$ cat config.mk
export PLATFORM = sky130hd
export DESIGN_NAME = synth_function_control_latch
export DESIGN_NICKNAME = d
export VERILOG_FILES = /design/src/hdl/synth_function_pkg.sv /design/src/hdl/rise_detect.sv /design/src/hdl/synth_function_control_latch.sv
export SDC_FILE = /design/constraint.sdc
export NUM_CORES = 1
export LEC_CHECK = 0
export BUFFER_PORTS_ARGS = -buffer_cell sky130_fd_sc_hd__buf_2
export CAP_MARGIN = 20
export CORE_UTILIZATION = 50
export CTS_BUF_LIST = sky130_fd_sc_hd__clkbuf_8
export CTS_CLUSTER_SIZE = 28
export DETAILED_ROUTE_END_ITERATION = 10
export PLACE_DENSITY = 0.76
export RECOVER_POWER = 100
export SLEW_MARGIN = 30
export SYNTH_ARGS = -nofsm -noshare
export SYNTH_HDL_FRONTEND = slang
export SYNTH_SLANG_ARGS = --single-unit
$ cat constraint.sdc
create_clock -name clk -period 1.7 [get_ports clk]
set_input_delay 0.255 -clock clk [delete_from_list [all_inputs] [get_ports clk]]
set_output_delay 0.255 -clock clk [all_outputs]
set_load 0.02 [all_outputs]
$ cat src/hdl/synth_function_pkg.sv
// constants for the synthesizer function control latch
package synth_function_pkg;

  // serial word geometry
  localparam int WORD_WIDTH = 24;
  localparam int LATCH_SELECT_WIDTH = 2;

  // two low control bits pick the destination latch
  localparam logic [1:0] SELECT_REFERENCE = 2'h0;
  localparam logic [1:0] SELECT_FEEDBACK = 2'h1;
  localparam logic [1:0] SELECT_FUNCTION = 2'h2;
  localparam logic [1:0] SELECT_INITIALIZE = 2'h3;

  // function word field positions
  localparam int POS_COUNTER_HOLD_RESET = 2;
  localparam int POS_POWERDOWN_REQUEST = 3;
  localparam int POS_MONITOR_SELECT_LSB = 4;
  localparam int POS_MONITOR_SELECT_MSB = 6;
  localparam int POS_DETECTOR_POLARITY = 7;
  localparam int POS_PUMP_OUTPUT_FLOAT = 8;
  localparam int POS_FASTLOCK_ENABLE = 9;
  localparam int POS_FASTLOCK_MODE = 10;
  localparam int POS_TIMEOUT_CODE_LSB = 11;
  localparam int POS_TIMEOUT_CODE_MSB = 14;
  localparam int POS_STEADY_CURRENT_LSB = 15;
  localparam int POS_STEADY_CURRENT_MSB = 17;
  localparam int POS_FAST_CURRENT_LSB = 18;
  localparam int POS_FAST_CURRENT_MSB = 20;
  localparam int POS_POWERDOWN_SYNC = 21;

  // feedback divider word: gain boost bit
  localparam int POS_GAIN_BOOST = 21;

  // function word after reset: everything zero
  localparam logic [23:0] FUNCTION_RESET = 24'h000000;

  // timeout in detector cycles = base + step * code
  localparam int TIMEOUT_WIDTH = 6;
  localparam logic [5:0] TIMEOUT_BASE = 6'h03;
  localparam int TIMEOUT_STEP_SHIFT = 2;

  // monitor output selections
  localparam logic [2:0] MONITOR_FLOAT = 3'h0;
  localparam logic [2:0] MONITOR_LOCK_DETECT = 3'h1;
  localparam logic [2:0] MONITOR_FEEDBACK_DIV = 3'h2;
  localparam logic [2:0] MONITOR_HIGH = 3'h3;
  localparam logic [2:0] MONITOR_REFERENCE_DIV = 3'h4;
  localparam logic [2:0] MONITOR_LOCK_OPEN_DRAIN = 3'h5;
  localparam logic [2:0] MONITOR_SERIAL_OUT = 3'h6;
  localparam logic [2:0] MONITOR_LOW = 3'h7;

endpackage

$ cat src/hdl/rise_detect.sv
// single-cycle pulse on the rising edge of a synchronous level
`timescale 1ns/100ps
module rise_detect (
  input wire logic clk,
  input wire logic reset_n,
  input wire logic level,
  output logic rise
);

  typedef struct packed {
    logic previous;
  } rise_state_type;

  rise_state_type state;
  rise_state_type next_state;

  // remember the level of the last cycle
  always_comb begin
    next_state = state;
    next_state.previous = level;
  end

  always_ff @(posedge clk) begin
    if (!reset_n) begin
      state <= '0;
    end else begin
      state <= next_state;
    end
  end

  // a pulse only when the level has just gone high
  assign rise = level & ~state.previous;

endmodule // rise_detect

$ cat src/hdl/synth_function_control_latch.sv
// function word latch, power-down and fast-lock control of the synthesizer
`timescale 1ns/100ps
module synth_function_control_latch #(
  parameter int WORD_WIDTH = synth_function_pkg::WORD_WIDTH
) (
  input wire logic clk,
  input wire logic reset_n,
  // three-wire serial programming port
  input wire logic serial_clock,
  input wire logic serial_data,
  input wire logic load_enable,
  // device enable pin, high for normal running
  input wire logic chip_enable,
  // pulse on each phase-detector cycle
  input wire logic detector_tick,
  // pulse on each charge pump event
  input wire logic pump_event,
  // internal signals that the monitor pin can show
  input wire logic lock_detect,
  input wire logic reference_div_out,
  input wire logic feedback_div_out,
  // divider and timer control
  output logic reference_div_hold,
  output logic feedback_div_hold,
  output logic powered_down,
  output logic lock_detect_clear,
  // charge pump control
  output logic pump_float,
  output logic [2:0] pump_current_code,
  output logic fastlock_active,
  output logic detector_polarity_select,
  // monitor output pin as two signals
  output logic monitor_output_pin_out,
  output logic monitor_output_pin_oe_n,
  // current settings for observation
  output logic [2:0] monitor_select,
  output logic gain_boost_bit
);

  typedef struct packed {
    logic [WORD_WIDTH-1:0] shifter;
    logic [WORD_WIDTH-1:0] function_control_word;
    logic gain_boost;
    logic sync_down;
    logic [synth_function_pkg::TIMEOUT_WIDTH-1:0] timeout_count;
    logic timer_running;
    logic init_pulse;
    logic monitor_out;
    logic monitor_oe_n;
  } latch_state_type;

  latch_state_type state;
  latch_state_type next_state;

  logic serial_rise;
  logic load_rise;

  // edge of the shift clock, sampled on the system clock
  // port pins are sampled on clk, so each serial_clock and load_enable
  // level must last at least one cycle to be seen
  rise_detect shift_edge (
    .clk(clk),
    .reset_n(reset_n),
    .level(serial_clock),
    .rise(serial_rise)
  );

  // edge of the load strobe
  rise_detect load_edge (
    .clk(clk),
    .reset_n(reset_n),
    .level(load_enable),
    .rise(load_rise)
  );

  // named views of the active function word
  // fields come from the active word only, never from the shifter
  logic counter_hold_reset;
  logic powerdown_request;
  logic powerdown_sync_select;
  logic [2:0] monitor_field;
  logic pump_output_float;
  logic fastlock_enable_bit;
  logic fastlock_mode_select;
  logic [3:0] timeout_code;
  logic [2:0] steady_current_code;
  logic [2:0] fast_current_code;

  assign counter_hold_reset =
    state.function_control_word[synth_function_pkg::POS_COUNTER_HOLD_RESET];
  assign powerdown_request =
    state.function_control_word[synth_function_pkg::POS_POWERDOWN_REQUEST];
  assign powerdown_sync_select =
    state.function_control_word[synth_function_pkg::POS_POWERDOWN_SYNC];
  assign monitor_field = state.function_control_word[
    synth_function_pkg::POS_MONITOR_SELECT_MSB:
    synth_function_pkg::POS_MONITOR_SELECT_LSB];
  assign pump_output_float =
    state.function_control_word[synth_function_pkg::POS_PUMP_OUTPUT_FLOAT];
  assign fastlock_enable_bit =
    state.function_control_word[synth_function_pkg::POS_FASTLOCK_ENABLE];
  assign fastlock_mode_select =
    state.function_control_word[synth_function_pkg::POS_FASTLOCK_MODE];
  assign timeout_code = state.function_control_word[
    synth_function_pkg::POS_TIMEOUT_CODE_MSB:
    synth_function_pkg::POS_TIMEOUT_CODE_LSB];
  assign steady_current_code = state.function_control_word[
    synth_function_pkg::POS_STEADY_CURRENT_MSB:
    synth_function_pkg::POS_STEADY_CURRENT_LSB];
  assign fast_current_code = state.function_control_word[
    synth_function_pkg::POS_FAST_CURRENT_MSB:
    synth_function_pkg::POS_FAST_CURRENT_LSB];

  // decode of the word that the load strobe completes
  logic [1:0] latch_select;
  logic load_function;
  logic load_feedback;
  logic load_initialize;
  logic written_gain_boost;

  assign latch_select =
    state.shifter[synth_function_pkg::LATCH_SELECT_WIDTH-1:0];
  assign load_function = load_rise &&
    (latch_select == synth_function_pkg::SELECT_FUNCTION);
  assign load_initialize = load_rise &&
    (latch_select == synth_function_pkg::SELECT_INITIALIZE);
  assign load_feedback = load_rise &&
    (latch_select == synth_function_pkg::SELECT_FEEDBACK);
  assign written_gain_boost =
    state.shifter[synth_function_pkg::POS_GAIN_BOOST];

  // power-down sources
  logic pin_down;
  logic async_down;
  logic any_down;

  assign pin_down = ~chip_enable;
  // programmed bits gated by the pin
  assign async_down = chip_enable & powerdown_request & ~powerdown_sync_select;
  // combinational so the pin acts without waiting a clock;
  // the armed sync term is gated too, so a low pin drops it at once
  assign any_down = pin_down | async_down | (chip_enable & state.sync_down);

  // timer exit is only armed in fast-lock mode two
  logic timer_mode;
  logic timer_expired;
  logic [synth_function_pkg::TIMEOUT_WIDTH-1:0] timeout_load;

  // mode two needs the enable bit
  assign timer_mode = fastlock_enable_bit & fastlock_mode_select;
  // six bits hold the longest span, sixty-three cycles for code 15
  // three plus four per code step
  assign timeout_load = synth_function_pkg::TIMEOUT_BASE +
    synth_function_pkg::TIMEOUT_WIDTH'({timeout_code, 2'h0});
  assign timer_expired = state.timer_running && detector_tick &&
    (state.timeout_count == synth_function_pkg::TIMEOUT_WIDTH'(1));

  // next state of the whole latch
  always_comb begin
    next_state = state;
    // init pulse is one cycle wide by default
    next_state.init_pulse = 1'b0;

    // bits beyond the word length push the oldest out of the top
    // shifting never stops, msb first
    if (serial_rise) begin
      next_state.shifter = {state.shifter[WORD_WIDTH-2:0], serial_data};
    end

    // function and initialize words share the register
    if (load_function || load_initialize) begin
      next_state.function_control_word = state.shifter;
    end
    // initialize word also pulses the divider reset
    if (load_initialize) begin
      next_state.init_pulse = 1'b1;
    end

    // waiting for the pump keeps the output from jumping mid-correction
    // sync power-down waits for a pump event
    if (!chip_enable || !powerdown_request || !powerdown_sync_select) begin
      next_state.sync_down = 1'b0;
    end else if (pump_event) begin
      next_state.sync_down = 1'b1;
    end
    // a fresh request that drops sync select must not leave it set
    if (load_function || load_initialize) begin
      if (!state.shifter[synth_function_pkg::POS_POWERDOWN_REQUEST] ||
          !state.shifter[synth_function_pkg::POS_POWERDOWN_SYNC]) begin
        next_state.sync_down = 1'b0;
      end
    end

    // timeout counter runs once per detector cycle
    if (state.timer_running && detector_tick) begin
      next_state.timeout_count = state.timeout_count -
        synth_function_pkg::TIMEOUT_WIDTH'(1);
      if (timer_expired) begin
        next_state.timer_running = 1'b0;
      end
    end
    // expiry drops the boost on its own
    if (timer_expired && timer_mode) begin
      next_state.gain_boost = 1'b0;
    end
    // leaving mode two stops the timer
    if (!timer_mode) begin
      next_state.timer_running = 1'b0;
    end

    // a 0 write also stops a running timer
    // host writes of gain boost; write beats expiry
    if (load_feedback) begin
      next_state.gain_boost = written_gain_boost;
      if (written_gain_boost && timer_mode) begin
        next_state.timer_running = 1'b1;
        next_state.timeout_count = timeout_load;
      end else if (!written_gain_boost) begin
        next_state.timer_running = 1'b0;
      end
    end

    // reloaded every cycle while down, so a wake starts from full count
    // power-down holds the timeout counter at load
    if (any_down) begin
      next_state.timer_running = 1'b0;
      next_state.timeout_count = timeout_load;
    end

    next_state.monitor_out = 1'b0;
    next_state.monitor_oe_n = 1'b0;
    case (monitor_field)
      synth_function_pkg::MONITOR_FLOAT: begin
        next_state.monitor_oe_n = 1'b1;
      end
      synth_function_pkg::MONITOR_LOCK_DETECT: begin
        // reads as unlocked while powered down
        next_state.monitor_out = lock_detect & ~any_down;
      end
      synth_function_pkg::MONITOR_FEEDBACK_DIV: begin
        next_state.monitor_out = feedback_div_out;
      end
      synth_function_pkg::MONITOR_HIGH: begin
        next_state.monitor_out = 1'b1;
      end
      synth_function_pkg::MONITOR_REFERENCE_DIV: begin
        next_state.monitor_out = reference_div_out;
      end
      synth_function_pkg::MONITOR_LOCK_OPEN_DRAIN: begin
        // open drain: drive low only, float for high
        next_state.monitor_out = 1'b0;
        next_state.monitor_oe_n = lock_detect & ~any_down;
      end
      synth_function_pkg::MONITOR_SERIAL_OUT: begin
        next_state.monitor_out = state.shifter[WORD_WIDTH-1];
      end
      synth_function_pkg::MONITOR_LOW: begin
        next_state.monitor_out = 1'b0;
      end
      default: begin
        next_state.monitor_oe_n = 1'b1;
      end
    endcase
  end

  // monitor pin floats from the first reset edge, so nothing is driven
  // state register, synchronous reset
  always_ff @(posedge clk) begin
    if (!reset_n) begin
      state.shifter <= '0;
      state.function_control_word <= synth_function_pkg::FUNCTION_RESET;
      state.gain_boost <= 1'b0;
      state.sync_down <= 1'b0;
      state.timeout_count <= '0;
      state.timer_running <= 1'b0;
      state.init_pulse <= 1'b0;
      state.monitor_out <= 1'b0;
      state.monitor_oe_n <= 1'b1;
    end else begin
      state <= next_state;
    end
  end

  // divider holds: both from one term so they release together
  // the init pulse gives one cycle of hold, enough to reload both
  // hold bit resets both dividers
  assign reference_div_hold = counter_hold_reset | any_down | state.init_pulse;
  assign feedback_div_hold = counter_hold_reset | any_down | state.init_pulse;

  assign powered_down = any_down;

  assign lock_detect_clear = any_down;

  // pump floats when down, held or told to
  assign pump_float = any_down | pump_output_float | counter_hold_reset |
    state.init_pulse;

  // the raw flag stays visible on gain_boost_bit for the host
  // boost only counts with fast-lock enabled
  assign fastlock_active = fastlock_enable_bit & state.gain_boost;

  // the code switches in the same cycle as the boost flag
  // fast current during fast-lock, steady otherwise
  assign pump_current_code = fastlock_active ? fast_current_code :
    steady_current_code;

  assign detector_polarity_select = state.function_control_word[
    synth_function_pkg::POS_DETECTOR_POLARITY];

  assign monitor_select = monitor_field;
  assign gain_boost_bit = state.gain_boost;
  assign monitor_output_pin_out = state.monitor_out;
  assign monitor_output_pin_oe_n = state.monitor_oe_n;

endmodule // synth_function_control_latch

==> results_dict.tcl, run 1 <==
set metrics [dict create \
    drtPass1Iterations 7 \
    dpl.hpwl_mm 3.061 \
    vias_per_cell 5.185 \
    peakVddDrop_uv 396.0 \
    failed_checks "design-rule violations, negative setup slack" \
    drc 6 \
    grt.overflow.total 0 \
    drv_slew 0 \
    synth_nets 299 \
    holdPathEnd "shift_edge.state" \
    clkLatencyLatePin_ps 330 \
    status "complete, but fails checks" \
    end_kind "primary output" \
    place.gp.congestion 0.7106 \
    wirelength_mm 4.653 \
    cts-root-buf "clkbuf_8" \
    ys_top_cells_by_area "dfxtp_1 49%, nand2_1 15%, a21oi_1 12%" \
    io_pins 27 \
    powerDensity_nw_per_um2 958.4 \
    synth_warnings 0 \
    final_cell_area_um2 2679 \
    coreArea_um2 4444 \
    ys_types 38 \
    final-hold-violation-count 0 \
    clock_path_buffers 2 \
    final_nets 326 \
    synthArstFlopShare 0 \
    clock-sinks 58 \
    grt_max_degree 30 \
    synth.top_cell.area_share 0.4939 \
    worstMarginPinSlew_ps 484.9 \
    grt_setup_unrepaired "yes" \
    rows 24 \
    syn_area_um2 2351 \
    relSlewSlack 0.6767 \
    r2r_start "powerdown_sync_select" \
    path_max_fanout 2 \
    fin_ws_ps -239.5 \
    cts_tree "built" \
    crit_type "flop to primary output" \
    yosys.area.top_type "dfxtp_1" \
    max_freq_mhz 515.6 \
    n_antenna_cell 0 \
    period_minus_slack_ps 1940 \
    cts.clk_slew.worst_paths_ps 60 \
    setup_violations 3 \
    wl_per_cell_um 12.68 \
    numPortBuffers 26 \
    cp_data_required_time_ps 1440 \
    min_path_cells 2 \
    ys.flop_type "dfxtp_1" \
    drtIter0Drc 119 \
    synthCells 286 \
    ys_seq_area_frac 0.4939 \
    die_h_um 70.57 \
    fin_crit_sh 1.141 \
    die_area_um2 4980 \
    grt_pass1_wl_mm 7.824 \
    dieWidth_um 70.57 \
    grt.total_usage 0.2066 \
    start_util 0.5290 \
    ant_nets 0 \
    syn_avg_cell_area_um2 8.220 \
    fin_hold_ws_ps 165.0 \
    r2r_cells 6 \
    crit_path_start_kind "flop" \
    grt_pass1_vias 1772 \
    yosysMostFrequentCell "nand2_1" \
    clock_skew_ps 5.860 \
    yosys_register_bits 58 \
    min_path_type "input port to flop" \
    ctsHoldBuffers 0 \
    r2r_setup_slack_ps 200 \
    antenna_found_initial 0 \
    final_layout_size_suffix_gt1_frac 0.1619 \
    placed_area_um2 2490 \
    fill_cells 415 \
    synthToLayoutAreaGrowth_pct 13.94 \
    min_from "serial_clock" \
    arrival_ps 1680 \
    cts_buffers 9 \
    synth_enable_flop_cells 0 \
    p_leak_nw 0.9735 \
    timing.rr.end "state[6]" \
    maxCapViolCount 0 \
    yosys-top-cells-count "93 x nand2_1, 58 x dfxtp_1, 55 x a21oi_1" \
    vias 1903 \
    htreeDepth 3 \
]
[worst max-delay path: stages (launching register included)]
cell and delay, ps:
dfxtp_2 330, nand2b_4 110, and3_4 190, inv_4 40
or3_4 330, or2_1 220, buf_6 130
[registers in the layout, summed over array words and instances (netlist names)]
| name | cells |
|---|---|
| pump_output_float | 1 |
| monitor_output_pin_oe_n | 1 |
| detector_polarity_select | 1 |
| fast_current_code | 3 |
| fastlock_mode_select | 1 |
| counter_hold_reset | 1 |
| fastlock_enable_bit | 1 |
| powerdown_request | 1 |
| powerdown_sync_select | 1 |
| latch_select | 2 |
| gain_boost_bit | 1 |
| load_edge.state | 1 |
| state | 38 |
| shift_edge.state | 1 |
| monitor_output_pin_out | 1 |
| monitor_select | 3 |
[cells by family (layout without fill, tap and decap cells)]
logic type / count (synthesis) / count (layout) / synth area share
muxes: 4 / 4 / 0.01863
AOI/OAI and AO/OA: 64 / 64 / 0.1565
adders and majority gates: 2 / 2 / 0.01064
xor gates and xnor gates: 5 / 5 / 0.01863
DFF: 58 / 58 / 0.4939
and+or+nand+nor: 124 / 124 / 0.2400
buffers and inverters: 29 / 58 / 0.06174
[cell type report]
class	instances	area [um^2]	area share
flip-flops and latches	58	1162	0.4339
multi-input cells	199	1044	0.3895
repair buffers	38	220.2	0.08220
clock buffers	11	151.4	0.05652
well taps	52	65.06	0.02429
inverters	7	28.78	0.01074
clock inverters	2	7.507	0.002802
[layout by cell type, fill, tap and decap left out, drive strengths merged, types with 2 or more instances in the layout]
cell type,instances
xnor2,4
nand2b,2
nor4,2
mux2,3
inv,8
nand3,2
and3,2
a21oi,55
nand2,93
nand4,2
dfxtp,58
ha,2
clkbuf,28
buf,21
a211oi,4
nor2,6
nand3b,2
and2,4
[per-layer routing]
metal | wire length, um | vias to the layer above | GRT usage
met5 | 0 | - | 0
met4 | 109 | 0 | 0.1133
met3 | 161 | 9 | 0.05983
met2 | 2081 | 30 | 0.3323
met1 | 2300 | 869 | 0.2511
li1 | - | 995 | -
[report_power, final]
| group | total [W] | switching (W) | internal, W |
|---|---|---|---|
| registers | 0.00138 | 0.0000104 | 0.00137 |
| clock network | 0.00104 | 0.000464 | 0.000572 |
| logic | 0.000147 | 0.0000913 | 0.0000561 |
| total | 0.00257 | 0.000566 | 0.00200 |
[worst max path at each step]
stage                           from          to  slack [ps]  cells after the start
6_report       powerdown_sync_select  pump_float        -240                      6
5_1_grt        powerdown_sync_select  pump_float        -300                      6
4_1_cts        powerdown_sync_select  pump_float        -250                      6
3_5_place_dp   powerdown_sync_select  pump_float          50                      6
3_3_place_gp   powerdown_sync_select  pump_float          80                      6
2_1_floorplan  powerdown_sync_select  pump_float          20                      6
[through the flow]
step | cells | util | setup WS (ps) | setup TNS (ps) | power (W)
2_1_floorplan | 286 | - | 15.82 | 0 | 0.001510
3_3_place_gp | 350 | 0.5602 | 77.82 | 0 | 0.001547
3_5_place_dp | 350 | 0.5602 | 51.81 | 0 | 0.001550
4_1_cts | 366 | 0.6092 | -248.0 | -524.6 | 0.002609
5_1_grt | 367 | 0.6028 | -295.8 | -646.6 | 0.002672
6_report | 367 | 0.6028 | -239.5 | -508.8 | 0.002567
[repair_timing]
action	4_1_cts	5_1_grt
gates resized for setup	10	0
hold endpoints to repair	0	0
buffers inserted	3	1
setup endpoints to repair	3	3
pin swaps	1	0
Power figures use the tool's default switching activity.
==> run 2, diff against run 1 <==
--- a/config.mk
+++ b/config.mk
@@ -7,11 +7,11 @@
 export LEC_CHECK = 0
 export BUFFER_PORTS_ARGS = -buffer_cell sky130_fd_sc_hd__buf_2
 export CAP_MARGIN = 20
-export CORE_UTILIZATION = 50
+export CORE_UTILIZATION = 55
 export CTS_BUF_LIST = sky130_fd_sc_hd__clkbuf_8
 export CTS_CLUSTER_SIZE = 28
 export DETAILED_ROUTE_END_ITERATION = 10
-export PLACE_DENSITY = 0.76
+export PLACE_DENSITY = 0.82
 export RECOVER_POWER = 100
 export SLEW_MARGIN = 30
 export SYNTH_ARGS = -nofsm -noshare
==> results_dict.tcl, run 2 (synthesized netlist as in run 1, its figures left out) <==
set metrics [dict create \
    p_leak_nw 0.9693 \
    grt_pass1_wl_mm 7.465 \
    synthToLayoutAreaGrowth_pct 13.62 \
    maxCapViolCount 0 \
    timing.rr.end "state[9]" \
    grt_use_met3 0.04561 \
    cp_data_required_time_ps 1440 \
    clock-sinks 58 \
    powerDensity_nw_per_um2 990.2 \
    ant_nets 0 \
    grt_pass1_vias 1722 \
    relSlewSlack 0.7065 \
    io_pins 27 \
    stdcell_count 366 \
    p_clk_frac 0.424 \
    grt_max_degree 25 \
    coreArea_um2 4058 \
    seq_power_share 0.523 \
    crit_slowest_cell "dfxtp_2" \
    layout_common_cells "93 x nand2_1, 57 x dfxtp_1, 55 x a21oi_1, 12 x clkbuf_8" \
    crit_path_end "pump_float" \
    final_layout_size_suffix_gt1_frac 0.1614 \
    top_register "state" \
    final_util 0.6583 \
    final-hold-violation-count 0 \
    start_util 0.5794 \
    dieWidth_um 67.38 \
    die_h_um 67.38 \
    cts_buffers 9 \
    r2r_cells 4 \
    drc 0 \
    antenna_found_initial 0 \
    p_switching_w 0.0005881 \
    status "complete, but fails checks" \
    setup_tns_ps -580.2 \
    grt.overflow.total 0 \
    grt.total_usage 0.2270 \
    n_antenna_cell 0 \
    wirelength_mm 4.610 \
    dpl.hpwl_mm 3.096 \
    largest_reg_flops 38 \
    min_path_type "input port to flop" \
    drv_slew 0 \
    grtUsageMet2 0.3613 \
    numPortBuffers 26 \
    grt_setup_unrepaired "yes" \
    max_freq_mhz 511.7 \
    placed_cells 348 \
    cts-root-buf "clkbuf_8" \
    cts.clk_slew.worst_paths_ps 60 \
    p_comb_frac 0.054 \
    drtPass1Iterations 4 \
    arrival_ps 1700 \
    wl_per_cell_um 12.60 \
    crit_type "flop to primary output" \
    r2r_setup_slack_ps 140 \
    r2r_start "latch_select[1]" \
    clock_skew_ps 7.361 \
    rows 23 \
    end_kind "primary output" \
    final_common_cell "nand2_1" \
    clock_path_buffers 2 \
    vias 1943 \
    fin_ws_ps -254.4 \
    vias_per_cell 5.309 \
    final_nets 324 \
    critPathLaunch "powerdown_sync_select" \
    failed_checks "negative setup slack" \
    grt-busiest-layer "met2" \
    worstMarginPinSlew_ps 440.3 \
    fin_crit_sh 1.150 \
    grt_util_met1 0.2820 \
    clkLatencyLatePin_ps 330 \
    setup_violations 3 \
    cellInternalPower_w 0.002057 \
    crit_path_start_kind "flop" \
    power_w 0.002645 \
    peakVddDrop_uv 437.2 \
    switching_share 0.2223 \
    period_minus_slack_ps 1954 \
    cpPeakStageDelay_ps 330 \
    cts_tree "built" \
    htreeDepth 3 \
    die_area_um2 4540 \
    path_cells "nand2b_4 -> and3_4 -> inv_4 -> or3_4 -> or2_1 -> buf_6" \
    drtIter0Drc 144 \
    place.gp.congestion 0.7115 \
    path_max_fanout 2 \
]
[run 2: changes by cell type in the layout (fill, tap and decap cells not counted), moves of 2 or more]
cell / change
clkbuf_2: +2
and2_1: -2
and2_0: +2
clkinv_2: +2
[run 2: worst min-delay path by stage]
stage	slack, ps	startpoint	depth (start not counted)	end
after global routing	160	serial_clock	2	shift_edge.state
after floorplan	330	reset_n	1	monitor_output_pin_oe_n
after detailed placement	450	state[58]	2	state[59]
after global placement	440	state[58]	2	state[59]
after CTS	150	serial_clock	2	shift_edge.state
final	160	serial_clock	2	shift_edge.state
[run 2: layer usage]
layer / wire, um / part of all wire
met5: 0 / 0
met1: 2219 / 0.48
met3: 147 / 0.032
met4: 70 / 0.015
met2: 2172 / 0.47
[run 2: final cells by class]
cell class,count,area [um^2]
Fill cell,359,1386
Multi-Input combinational cell,199,1032
Inverter,7,28.78
Sequential cell,58,1162
Timing Repair Buffer,36,202.7
Clock inverter,4,17.52
Tap cell,50,62.56
Clock buffer,12,165.2
[run 2: what timing repair did]
item / in CTS / in global routing
endpoints found under the hold margin: 0 / 0
resized for setup: 9 / 0
endpoints found under the setup margin: 3 / 3
hold buffers: 0 / 0
setup buffers: 2 / 0
[run 2: power by group through the flow]
stage	combinational (W)	clock, W	sequential (W)
after global placement	0.000135	0	0.00141
after floorplan	0.0000998	0	0.00141
after global routing	0.000156	0.00122	0.00138
final	0.000142	0.00112	0.00138
after CTS	0.000147	0.00115	0.00138
after detailed placement	0.000138	0	0.00141
[run 2: through the flow]
stage	area (um^2)	setup slack [ps]	hold WS [ps]
after global routing	2671	-304.0	160.3
after detailed placement	2487	23.80	445.6
final	2671	-254.4	160.6
after floorplan	2351	15.82	331.2
after global placement	2487	65.18	439.5
after CTS	2718	-255.4	149.5
[run 2: critical path: cells and delay by family, from the launching register on]
family,cells,cell delay (ps)
buffers and inverters,2,160
DFF,1,330
and+or+nand+nor,4,870
==> run 3, diff against run 2 <==
--- a/config.mk
+++ b/config.mk
@@ -16,4 +16,5 @@
 export SLEW_MARGIN = 30
 export SYNTH_ARGS = -nofsm -noshare
 export SYNTH_HDL_FRONTEND = slang
+export SYNTH_HIERARCHICAL = 1
 export SYNTH_SLANG_ARGS = --single-unit
==> results_dict.tcl, run 3 <==
set metrics [dict create \
    grt_pass1_wl_mm 6.851 \
    end_kind "primary output" \
    synth.top_cell.area_share 0.4920 \
    largest_reg_flops 38 \
    max_freq_mhz 517.6 \
    worstMarginPinSlew_ps 773.6 \
    ys_top_cells_by_area "dfxtp_1 49%, mux2i_1 11%, nand2_1 7.2%" \
    grt_use_met3 0.09628 \
    wl_per_cell_um 13.19 \
    coreArea_um2 4058 \
    cts.clk_slew.worst_paths_ps 60 \
    rows 23 \
    die_area_um2 4556 \
    synth_enable_flop_cells 0 \
    ys.flop_type "dfxtp_1" \
    syn_area_um2 2360 \
    grt_max_degree 53 \
    syn_avg_cell_area_um2 9.146 \
    peakVddDrop_uv 740.9 \
    p_leak_nw 1.120 \
    yosys.area.top_type "dfxtp_1" \
    final_common_cell "dfxtp_1" \
    antenna_found_initial 0 \
    crit_path_start_kind "flop" \
    synthCells 258 \
    final_layout_size_suffix_gt1_frac 0.2143 \
    grt.overflow.total 0 \
    ys_seq_area_frac 0.4920 \
    grt_setup_unrepaired "yes" \
    clkLatencyLatePin_ps 330 \
    clock-sinks 58 \
    wirelength_mm 4.538 \
    path_max_fanout 2 \
    drv_slew 0 \
    synthToLayoutAreaGrowth_pct 18.82 \
    maxCapViolCount 0 \
    pre_cts_ws_ps 30.59 \
    drtPass1Iterations 4 \
    dpl.hpwl_mm 2.818 \
    yosys-top-cells-count "58 x dfxtp_1, 45 x nand2_1, 31 x a21oi_1" \
    ctsHoldBuffers 0 \
    failed_checks "negative setup slack" \
    ant_nets 0 \
    die_h_um 67.50 \
    status "complete, but fails checks" \
    arrival_ps 1680 \
    grtUsageMet2 0.3304 \
    n_antenna_cell 0 \
    powerDensity_nw_per_um2 1044 \
    period_minus_slack_ps 1932 \
    cts_buffers 9 \
    htreeDepth 3 \
    place.gp.congestion 0.7008 \
    grt_util_met1 0.2581 \
    grt.total_usage 0.2137 \
    r2r_setup_slack_ps 70 \
    vias_per_cell 5.253 \
    numPortBuffers 26 \
    fin_hold_ws_ps 143.9 \
    vias 1807 \
    clock_path_buffers 2 \
    cts_tree "built" \
    layout_common_cells "57 x dfxtp_1, 45 x nand2_1, 31 x a21oi_1, 29 x nor2_1, 25 x mux2i_1" \
    start_util 0.5816 \
    final_nets 302 \
    grt-busiest-layer "met2" \
    crit_type "flop to primary output" \
    top_register "state" \
    synth_nets 271 \
    synthArstFlopShare 0 \
    setup_violations 3 \
    final-hold-violation-count 0 \
    min_path_type "input port to flop" \
    cp_data_required_time_ps 1440 \
    drtIter0Drc 96 \
    cts-root-buf "clkbuf_8" \
    ys_types 38 \
    drc 0 \
    io_pins 27 \
    grt_pass1_vias 1518 \
    clock_skew_ps 5.259 \
    yosysMostFrequentCell "dfxtp_1" \
    fin_ws_ps -231.9 \
    fin_crit_sh 1.136 \
    setup_tns_ps -477.3 \
    synth_warnings 6 \
    yosys_register_bits 58 \
    fill_cells 329 \
    relSlewSlack 0.4843 \
    dieWidth_um 67.50 \
]
==> run 3: changes by cell type in the layout (fill, tap and decap cells not counted), sizes merged, moves of 13 or more <==
| cell | delta |
|---|---|
| a21oi | -24 |
| buf | +14 |
| clkbuf | -13 |
| mux2i | +24 |
| nand2 | -48 |
| nor2 | +23 |
==> run 3: worst max-delay path, stage by stage (launching register included) <==
cell,delay (ps)
dfxtp_2,330
nand2b_4,120
and3_4,190
inv_4,30
or3_4,320
or2_1,220
buf_6,130
==> run 3: layer usage <==
metal | vias to the layer above | part of all wire | routed length, um
met3 | 7 | 0.043 | 193
met2 | 35 | 0.49 | 2214
met4 | 0 | 0.013 | 61
met1 | 839 | 0.46 | 2069
li1 | 926 | - | -
met5 | - | 0 | 0
==> run 3: logic make-up (layout without fill, tap and decap cells) <==
logic type      after synthesis  after routing  share of synthesized area
buf+inv                      25             61                    0.05620
flops                        58             58                     0.4920
xor+xnor                      5              5                    0.01856
compound gates               40             40                     0.1029
fa+ha+maj                     2              2                    0.01060
mux                          28             28                     0.1204
simple gates                100            100                     0.1994
==> run 3: path summary, 6_finish.rpt <==
check	startpoint	to	cells after the start
worst max-delay path	powerdown_sync_select	pump_float	6
worst min-delay path	load_enable	load_edge/state	2
worst max register to register	load_edge/state	state[9]	5
worst min register to register	fastlock_mode_select	fastlock_mode_select	2
==> run 3: stage by stage <==
step / utilization / power (W) / std cells / area [um^2]
global route: 0.6910 / 0.003030 / 344 / 2804
floorplan: - / 0.001527 / 258 / 2360
detailed placement: 0.6229 / 0.001567 / 321 / 2527
global placement: 0.6229 / 0.001565 / 321 / 2527
finish: 0.6910 / 0.002927 / 344 / 2804
CTS: 0.6932 / 0.002956 / 341 / 2813
==> run 3: cell type report <==
class,count,area (um^2),area share
well taps,50,62.56,0.02231
repair buffers,39,264.0,0.09415
clock inverters,6,81.33,0.02900
clock buffers,10,137.6,0.04909
flip-flops and latches,58,1162,0.4145
multi-input cells,175,1071,0.3820
inverters,6,25.02,0.008925
==> run 3: power breakdown <==
part	leakage [nW]	internal (W)	total [W]	switching [W]
sequential	0.470	0.00137	0.00139	0.0000134
combinational	0.537	0.0000725	0.000161	0.0000884
clock	0.113	0.000854	0.00138	0.000526
==> run 3: what timing repair did <==
| item | in CTS | in global routing |
|---|---|---|
| pin swaps | 1 | 0 |
| resized for setup | 10 | 0 |
| setup buffers | 4 | 3 |
| endpoints found under the setup margin | 3 | 3 |
